File: src/gpio_ports_abc_regs.svh
`ifndef GPIO_PORTS_ABC_REGS_SVH
`define GPIO_PORTS_ABC_REGS_SVH

// ----------------------------------------------------------------------------
// Register indices (byte address is four times the index)
// ----------------------------------------------------------------------------
`define PORT_A_DATA_IDX          4'h0
`define PORT_B_DATA_IDX          4'h1
`define PORT_C_DATA_IDX          4'h2
`define PORT_A_DIRECTION_IDX     4'h4
`define PORT_B_DIRECTION_IDX     4'h5
`define PORT_C_DIRECTION_IDX     4'h6
`define PORT_A_PULLUP_ENABLE_IDX 4'h8
`define PORT_C_PULLUP_ENABLE_IDX 4'h9
`define ANALOG_SELECT_IDX        4'hA

// ----------------------------------------------------------------------------
// Widths and reset values
// ----------------------------------------------------------------------------
`define PORT_A_WIDTH             4
`define PORT_B_WIDTH             6
`define PORT_C_WIDTH             2
`define DIRECTION_RESET          8'h00
`define PULLUP_RESET             8'h00
`define ANALOG_SELECT_RESET      8'h00

`endif

File: src/gpio_ports_abc_pkg.sv
package gpio_ports_abc_pkg;

    typedef struct packed {
        logic [3:0] portA;
        logic [5:0] portB;
        logic [1:0] portC;
    } pin_vec_t;

    typedef enum logic [0:0] {
        BUS_IDLE = 1'b0,
        BUS_ACK  = 1'b1
    } bus_state_t;

endpackage

File: src/gpio_ports_abc.sv
// The implementer's own choice: the Wishbone register port.
`timescale 1ns/1ps
`include "gpio_ports_abc_regs.svh"

// What this block does
// - Port A direction 1 drives, readable/writable
// - Reset clears port A direction bits
// - Port A read: latch if output, else pin
// - Data writes with wb_sel_i[0] set update the latch in either direction
// - Port A pullup bits, independently writable
// - Pullup forced off while pin outputs
// - Port B six pins, latch and direction
// - Reset keeps port B latches
// - Selected analog channel overrides port B pin
// - Port B direction 1 drives, reset clears
// - Port B read: latch if output, else pin
// - Port C two pins, latch, direction, pullup
// - Reset keeps port C latches, clears direction
// - Port C read and direction like A
// - Port C pullup applies only to inputs
// - Port A latches survive reset; unused bits zero
module gpio_ports_abc #(
    parameter int PORT_A_PINS = `PORT_A_WIDTH,
    parameter int PORT_B_PINS = `PORT_B_WIDTH,
    parameter int PORT_C_PINS = `PORT_C_WIDTH
) (
    input  wire logic                          clk,
    input  wire logic                          sys_rst,
    input  wire logic                          wb_cyc_i,
    input  wire logic                          wb_stb_i,
    input  wire logic                          wb_we_i,
    input  wire logic [3:0]                    wb_adr_i,
    input  wire logic [3:0]                    wb_sel_i,
    input  wire logic [31:0]                   wb_dat_i,
    output logic      [31:0]                   wb_dat_o,
    output logic                               wb_ack_o,
    input  wire gpio_ports_abc_pkg::pin_vec_t  pinIn,
    output gpio_ports_abc_pkg::pin_vec_t       pinOut,
    output gpio_ports_abc_pkg::pin_vec_t       pinOe,
    output gpio_ports_abc_pkg::pin_vec_t       pullupOn,
    output logic      [5:0]                    analogSelect
);

    // ------------------------------------------------------------------------
    // Elaboration check
    // ------------------------------------------------------------------------
    // The pin vector type fixes the field widths, so only the default pin counts can be served.
    if (PORT_A_PINS != `PORT_A_WIDTH || PORT_B_PINS != `PORT_B_WIDTH || PORT_C_PINS != `PORT_C_WIDTH) begin : g_pin_check
        $error("Pin counts must match the pin vector type.");
    end

    // ------------------------------------------------------------------------
    // State
    // ------------------------------------------------------------------------
    gpio_ports_abc_pkg::pin_vec_t latch_r,  latch_nxt;
    gpio_ports_abc_pkg::pin_vec_t dir_r,    dir_nxt;
    logic [3:0]                   puA_r,    puA_nxt;
    logic [1:0]                   puC_r,    puC_nxt;
    logic [5:0]                   anaSel_r, anaSel_nxt;
    gpio_ports_abc_pkg::pin_vec_t syncA_r,  syncB_r;
    gpio_ports_abc_pkg::bus_state_t busState_r, busState_nxt;
    logic [31:0]                  rdData_r, rdData_nxt;
    gpio_ports_abc_pkg::pin_vec_t pinOut_nxt, pinOe_nxt, pullup_nxt;
    gpio_ports_abc_pkg::pin_vec_t readView;
    logic                         wrEn;

    // ------------------------------------------------------------------------
    // Bus slave and register writes
    // ------------------------------------------------------------------------
    // One wait state: ack rises the cycle after the request and drops after.
    assign wrEn = wb_cyc_i && wb_stb_i && wb_we_i && wb_sel_i[0] &&
                  (busState_r == gpio_ports_abc_pkg::BUS_IDLE);

    always_comb begin
        // Output bits read latch, input bits read synchronised pin.
        readView = (latch_r & dir_r) | (syncB_r & ~dir_r);
    end

    always_comb begin
        latch_nxt    = latch_r;
        dir_nxt      = dir_r;
        puA_nxt      = puA_r;
        puC_nxt      = puC_r;
        anaSel_nxt   = anaSel_r;
        rdData_nxt   = rdData_r;
        busState_nxt = gpio_ports_abc_pkg::BUS_IDLE;
        if (wb_cyc_i && wb_stb_i && busState_r == gpio_ports_abc_pkg::BUS_IDLE) begin
            busState_nxt = gpio_ports_abc_pkg::BUS_ACK;
            rdData_nxt   = 32'h0000_0000;
            case (wb_adr_i)
                `PORT_A_DATA_IDX:          rdData_nxt[3:0] = readView.portA;
                `PORT_B_DATA_IDX:          rdData_nxt[5:0] = readView.portB;
                `PORT_C_DATA_IDX:          rdData_nxt[1:0] = readView.portC;
                `PORT_A_DIRECTION_IDX:     rdData_nxt[3:0] = dir_r.portA;
                `PORT_B_DIRECTION_IDX:     rdData_nxt[5:0] = dir_r.portB;
                `PORT_C_DIRECTION_IDX:     rdData_nxt[1:0] = dir_r.portC;
                `PORT_A_PULLUP_ENABLE_IDX: rdData_nxt[3:0] = puA_r;
                `PORT_C_PULLUP_ENABLE_IDX: rdData_nxt[1:0] = puC_r;
                `ANALOG_SELECT_IDX:        rdData_nxt[5:0] = anaSel_r;
                default:                   rdData_nxt = 32'h0000_0000;
            endcase
        end
        if (wrEn) begin
            case (wb_adr_i)
                // Latches load regardless of direction.
                `PORT_A_DATA_IDX:          latch_nxt.portA = wb_dat_i[3:0];
                `PORT_B_DATA_IDX:          latch_nxt.portB = wb_dat_i[5:0];
                `PORT_C_DATA_IDX:          latch_nxt.portC = wb_dat_i[1:0];
                `PORT_A_DIRECTION_IDX:     dir_nxt.portA   = wb_dat_i[3:0];
                `PORT_B_DIRECTION_IDX:     dir_nxt.portB   = wb_dat_i[5:0];
                `PORT_C_DIRECTION_IDX:     dir_nxt.portC   = wb_dat_i[1:0];
                `PORT_A_PULLUP_ENABLE_IDX: puA_nxt         = wb_dat_i[3:0];
                `PORT_C_PULLUP_ENABLE_IDX: puC_nxt         = wb_dat_i[1:0];
                `ANALOG_SELECT_IDX:        anaSel_nxt      = wb_dat_i[5:0];
                default:                   latch_nxt       = latch_r;
            endcase
        end
    end

    // ------------------------------------------------------------------------
    // Pin drive
    // ------------------------------------------------------------------------
    always_comb begin
        pinOut_nxt        = latch_nxt;
        pinOe_nxt         = dir_nxt;
        // Analog selection takes the pin away from the digital driver.
        pinOe_nxt.portB   = dir_nxt.portB & ~anaSel_nxt;
        pullup_nxt        = '0;
        pullup_nxt.portA  = puA_nxt & ~dir_nxt.portA;
        pullup_nxt.portC  = puC_nxt & ~dir_nxt.portC;
    end

    // ------------------------------------------------------------------------
    // Registers
    // ------------------------------------------------------------------------
    // Data latches carry no reset, so software values survive it.
    always_ff @(posedge clk) begin
        latch_r  <= latch_nxt;
        pinOut   <= pinOut_nxt;
        syncA_r  <= pinIn;
        syncB_r  <= syncA_r;
    end

    always_ff @(posedge clk) begin
        if (sys_rst) begin
            dir_r        <= '0;
            puA_r        <= 4'h0;
            puC_r        <= 2'h0;
            anaSel_r     <= 6'h00;
            busState_r   <= gpio_ports_abc_pkg::BUS_IDLE;
            rdData_r     <= 32'h0000_0000;
            pinOe        <= '0;
            pullupOn     <= '0;
            analogSelect <= 6'h00;
            wb_ack_o     <= 1'b0;
            wb_dat_o     <= 32'h0000_0000;
        end else begin
            dir_r        <= dir_nxt;
            puA_r        <= puA_nxt;
            puC_r        <= puC_nxt;
            anaSel_r     <= anaSel_nxt;
            busState_r   <= busState_nxt;
            rdData_r     <= rdData_nxt;
            pinOe        <= pinOe_nxt;
            pullupOn     <= pullup_nxt;
            analogSelect <= anaSel_nxt;
            wb_ack_o     <= (busState_nxt == gpio_ports_abc_pkg::BUS_ACK);
            wb_dat_o     <= rdData_nxt;
        end
    end

endmodule

File: config.mk
export PLATFORM = sky130hd
export DESIGN_NAME = gpio_ports_abc
export DESIGN_NICKNAME = d
export VERILOG_FILES = /design/src/gpio_ports_abc_pkg.sv /design/src/gpio_ports_abc.sv
export VERILOG_INCLUDE_DIRS = /design/src /design/src/src
export SDC_FILE = /design/constraint.sdc
export NUM_CORES = 1
export LEC_CHECK = 0
export BUFFER_PORTS_ARGS = -buffer_cell sky130_fd_sc_hd__buf_4
export CAP_MARGIN = 5
export CORE_MARGIN = 3
export CORE_UTILIZATION = 50
export CTS_BUF_LIST = sky130_fd_sc_hd__clkbuf_4
export DETAILED_ROUTE_END_ITERATION = 7
export PLACE_DENSITY = 0.82
export SYNTH_ARGS = -nofsm -noshare
export SYNTH_HDL_FRONTEND = slang
export SYNTH_SLANG_ARGS = --single-unit
File: constraint.sdc
create_clock -name clk -period 3.7 [get_ports clk]
set_input_delay 0.925 -clock clk [delete_from_list [all_inputs] [get_ports clk]]
set_output_delay 0.925 -clock clk [all_outputs]
set_load 0.005 [all_outputs]
# Word-level counts from Yosys, hierarchy flattened
# Index checks and enable logic that the tools add are counted.
# Widths: inputs -> output; s select.
# op_classes
n_mux,14
reduce_logical,9
addsub,0
bitwise,11
magnitude_cmp,0
mul,0
n_div,0
shifts,0
n_eq_ne,8
# ops
operator,count
$and 12x12->12,2
$mux 6,3
$pmux 2 s9,1
$eq 4x3->1 const B,3
$eq 4x4->1 const B,3
$mux 12,1
$mux 4,3
$not 12->12,1
$or 12x12->12,1
$pmux 2 s6,1
$and 6x6->6,1
$mux 2,3
$not 6->6,1
$pmux 2 s3,1
$reduce_and 2->1,3
$logic_and 1x1->1,5
$and 4x4->4,1
$eq 4x1->1 const B,1
$eq 4x2->1 const B,1
$logic_not 4->1,1
$not 4->4,1
$and 2x2->2,1
$not 2->2,1
$mux 1,1
$not 1->1,1
# word_totals
memories,0
output_inout_bits,75
ff_bits,85
input_bits,57
wordCells,63
ramBits,0
mem_bits_ro,0
latch_bits,0

# Logic depth before layout (Yosys ltp)
# logic_depth
depth_word,7
mapped_depth,6
mapped_depth_nobuf,5

# Worst setup path after synthesis
# Ideal clock, no wire load.
# synth_timing
path_kind,input -> register
startpoint,in wb_stb_i
endpoint,reg anaSel_r[5]
arrival_time_ns,2.167
cell_stages,6
setup_ns,0.114
path_buffers,1
slack_ns,1.419
required_time_ns,3.586
cell_sequence,and3b_1 > buf_4 > nand3_4 > nor3_4 > mux2_4 > and2b_1
# synth_between
elab_chain_len,5
# synth_rtl
item,line_no,rtl
start: declaration,gpio_ports_abc.sv:30,"input wire logic wb_stb_i,"
$logic_and 1x1->1 (4 in a row),gpio_ports_abc.sv:71,assign wrEn = wb_cyc_i && wb_stb_i && wb_we_i && wb_sel_i[0] &&
$mux 6,gpio_ports_abc.sv:103,if (wrEn) begin
end signal: assignment,gpio_ports_abc.sv:161,anaSel_r <= anaSel_nxt;
end: declaration,gpio_ports_abc.sv:59,"logic [5:0] anaSel_r, anaSel_nxt;"
# No other way between the ends.
# A chain may end at the register's enable or synchronous reset.

# Worst setup path in the final report
# Same ends and word-level chain as after synthesis.

==> Implementation_results.wiki <==
{| class="wikitable"
! Metric !! Value
|-
| Area growth, synth to finish || 18.8%
|-
| Ant diodes || 0
|-
| Row Count || 28
|-
| Cts-stage hold buffer count || 0
|-
| Cells taking the most area after synthesis || dfxtp_1, edfxtp_1, buf_4
|-
| Mux share of post-synthesis cell area || between 10 and 15%
|-
| Sequential-to-total area share from yosys stat || around 54%
|-
| Final HPWL from detailed placement || about 5000 um
|-
| Clock Skews || 11.1 ps
|-
| # fillers || a little under 500
|-
| Slack of the critical path || between 1000 and 1500 ps
|-
| Number of enable-type register cells in the synthesized netlist || 12
|-
| Clock-pin slew reported for the worst setup and hold paths after clock tree synthesis || 120 ps
|-
| H-tree levels || 3
|-
| Leakage power figure || 1.51 nW
|-
| Critical path, cell by cell || buf_4 > and3b_1 > nand3_4 > nor3_4 > mux2_4 > and2b_1
|-
| Buffer and inverter count on the worst path || 1
|-
| Sum of negative setup slack || 0 ps
|-
| Per-cell via count in the routed design || roughly 5.2
|-
| Synth top area share || 42.4%
|-
| WP data arrival || approximately 2600 ps
|-
| Top-level I/O count || about 130
|-
| Synth Area in Adders || 0%
|-
| TritonCTS clock tree || built
|-
| Maximum number of pins on one net before global-route repair || 44
|-
| Post-Route Hold Slack || roughly 340 ps
|-
| CP delay by family, top || simple AND/OR/NAND/NOR gates
|-
| Die height || 85.5 um
|-
| Worst min-delay path endpoint || syncB_r[1]
|-
| Width of the chip || ~86 um
|-
| Most Crowded Layer GR || met2
|-
| Share of the cycle needed by the critical path after routing || approximately three fifths
|-
| Run status || completed
|-
| Simple logic cell fraction of the synthesized area || 16.7%
|-
| Sort of element at the start of the critical path || input pin
|-
| Routed vias || 2222
|-
| Cell depth of the worst hold path || 0
|-
| Top cell type by total area after synthesis || dfxtp_1
|-
| Worst setup slack for register-to-register paths || between 1500 and 2000 ps
|-
| Count of endpoints failing hold in the final timing report || 0
|-
| Initial antenna violation count || 0
|-
| DRC violations left || 0
|-
| Dpl ws || 1000 ps
|-
| Synth Area in Compound Gates || under 10%
|-
| Fmax achieved || 443 MHz
|-
| Grt total ovfl || 0
|-
| Fraction of layout instances using a drive strength above 1 || 30.8%
|-
| Remaining antenna violation count || 0
|-
| Capturing point of the worst reg2reg path || anaSel_r[5]
|-
| Total global routing track utilization || between 10% and 20%
|-
| Initial standard-cell utilization of the core || between 50 and 60%
|-
| Wirelength per Cell || between 15 and 20 um
|-
| Slew at the pin closest to its max-slew limit || a little over 600 ps
|-
| Max Fanout on Critical Path || 7
|-
| Stage delay of the slowest cell on the critical path || 510 ps
|-
| Slowest cell on crit path || nor3_4
|-
| Critical R2R Launch || busState_r
|-
| Max capacitance violation total || 0
|-
| Global-route wire length before repair || about 10000 um
|-
| Post-CTS Resized || 0
|-
| Sequential Area || 1700 sq um
|-
| Number of DRC violations after detailed-routing iteration 0 || ~110
|-
| Root Driver || clkbuf_4
|-
| Design Power || 0.00163 W
|-
| Setup violation total in the final timing report || 0
|-
| Power density over the cells || about 430 nW/um^2
|-
| Area enclosed by the die boundary || between 7000 and 8000 sq um
|-
| Final estimated routing congestion in global placement || approximately 0.86
|-
| Final core occ || 62.3%
|-
| Tightest Hold Check Type || reg2reg
|-
| Synth Flop Type || dfxtp_1
|-
| Total of flip-flops plus latches after synthesis || 79
|-
| Distinct cells, synth || 47
|-
| Startpoint of the most critical hold path || syncA_r[1]
|-
| Slew Viols, Final || 0
|-
| Synthesized netlist cell count || roughly 280
|-
| Synthesis Warnings || 0
|-
| Mapped Area || around 3200 sq um
|-
| Max rail drop VDD || between 0.0003 and 0.0004 V
|-
| Number of CTS-inserted buffers || 9
|-
| RSZ-0062 raised after global routing || false
|-
| Clock Tree Buf Depth || 2
|-
| Endpoint class of the critical path || flip-flop
|-
| Multi-input gate area in the final layout || between 1000 and 1500 sq um
|-
| Placeable core area || approximately 6000 sq um
|-
| Depth of the worst register-to-register path || 5
|-
| Fraction of registers with async set/reset || 0%
|-
| Met2 track utilization from global routing || approximately 29%
|-
| Critical path required time || just over 4000 ps
|-
| Post-synthesis xor/xnor area fraction || 0%
|-
| Total wirelength of the detailed-routed design || between 6000 and 7000 um
|-
| NumNets Final || between 400 and 500
|-
| Total of buffers placed on input and output ports || 70
|-
| Met3 demand-to-capacity share in global routing || under 10%
|-
| Via count of the first global-routing pass || 2098
|-
| Max-Slew Margin vs Limit || 58.4%
|-
| Sink Count || 79
|-
| Clock latency of the later-clocked register in the worst-skew pair || between 400 and 500 ps
|-
| Mapped Avg Cell Area || 11.2 sq um
|-
| Period minus WS final || about 2300 ps
|-
| Met1 routing resource usage after global routing || 22.8%
|-
| CP Class || in2reg
|-
| Combinational family with the most area after synthesis || simple AND/OR/NAND/NOR gates
|-
| Number of optimization iterations in the first detailed-route pass || 5
|-
| Setup fix buffers added after clock tree synthesis || 0
|}
report_power, final:
group	total (W)	internal (W)	leakage [nW]	switching, W
logic	0.0000980	0.0000386	0.760	0.0000594
registers	0.000894	0.000889	0.657	0.00000577
clock network	0.000636	0.000344	0.0965	0.000292
total	0.00163	0.00127	1.51	0.000358
cell usage after synthesis, types with 2 or more instances:
| library cell | n |
|---|---|
| a32oi_1 | 2 |
| a22oi_1 | 2 |
| o21a_1 | 2 |
| buf_2 | 4 |
| inv_1 | 2 |
| a211oi_1 | 6 |
| nand2b_2 | 2 |
| nand3b_1 | 2 |
| mux2_2 | 5 |
| nor3b_1 | 7 |
| edfxtp_1 | 12 |
| o22ai_1 | 3 |
| nor2_1 | 35 |
| and2b_1 | 2 |
| nand2_1 | 8 |
| buf_4 | 39 |
| a31oi_1 | 2 |
| nor3_4 | 2 |
| o21ai_0 | 3 |
| nand3_1 | 3 |
| a21oi_1 | 3 |
| nor3_2 | 4 |
| mux2i_1 | 28 |
| dfxtp_1 | 67 |
| clkbuf_1 | 6 |
| nor3_1 | 5 |
| nor2b_1 | 6 |
through the flow:
stage,cells,instance area (sq um)
detailed placement,410,3570
floorplan,313,3280
global placement,410,3570
CTS,426,3760
global route,426,3760
finish,426,3760
worst max path at each step:
stage,startpoint,endpoint,cells after the start
floorplan,wb_stb_i,anaSel_r[5],6
global placement,wb_stb_i,anaSel_r[5],6
detailed placement,wb_stb_i,anaSel_r[5],6
CTS,wb_stb_i,anaSel_r[5],6
global route,wb_stb_i,pinOe[5],6
finish,wb_stb_i,anaSel_r[5],6
state kept, by name, indices dropped and copies added, names as in the netlist, 2 cells and up:
name	count
rdData_r	6
syncB_r	12
pullupOn	6
puC_r	2
latch_r	12
syncA_r	12
pinOe	6
anaSel_r	6
dir_r	12
puA_r	4
per-layer routing:
| layer | wire length (um) | vias up |
|---|---|---|
| met5 | 0 | - |
| met2 | 3070 | 106 |
| li1 | - | 1052 |
| met3 | 679 | 12 |
| met4 | 121 | 0 |
| met1 | 2730 | 1052 |
placed cells by master (no fill, tap or decap), types with 2 or more instances in the layout:
| master | Yosys | final |
|---|---|---|
| mux2i_1 | 28 | 28 |
| dfxtp_1 | 67 | 67 |
| mux2_2 | 5 | 5 |
| a32oi_1 | 2 | 2 |
| edfxtp_1 | 12 | 12 |
| nor3_2 | 4 | 4 |
| o22ai_1 | 3 | 3 |
| buf_4 | 39 | 71 |
| a21oi_1 | 3 | 3 |
| nand3b_1 | 2 | 2 |
| nand3_1 | 3 | 3 |
| clkbuf_4 | 0 | 9 |
| nor2_1 | 35 | 35 |
| nor3b_1 | 7 | 7 |
| bufinv_16 | 0 | 3 |
| a211oi_1 | 6 | 6 |
| nor2b_1 | 6 | 6 |
| a31oi_1 | 2 | 2 |
| o21ai_0 | 3 | 3 |
| conb_1 | 1 | 32 |
| nor3_1 | 5 | 5 |
| o21a_1 | 2 | 2 |
| nand2b_2 | 2 | 2 |
| inv_1 | 2 | 2 |
| nand2_1 | 8 | 8 |
| nor3_4 | 2 | 2 |
| a22oi_1 | 2 | 2 |
| and2b_1 | 2 | 2 |
final cells by class:
class	instances	area share, %
timing repair buffer	71	14.2
clock inverter	7	3.20
clock buffer	9	1.80
inverter	2	0.200
multi-input combinational	183	32.8
sequential	79	45.3
tap	75	2.50
logic make-up after synthesis:
kind of cell           after synthesis
and+or+nand+nor                     86
DFF                                 79
buffers and inverters               51
muxes                               34
AOI/OAI and AO/OA                   31
other                                1
No activity file was read; power rests on OpenSTA's default activity.
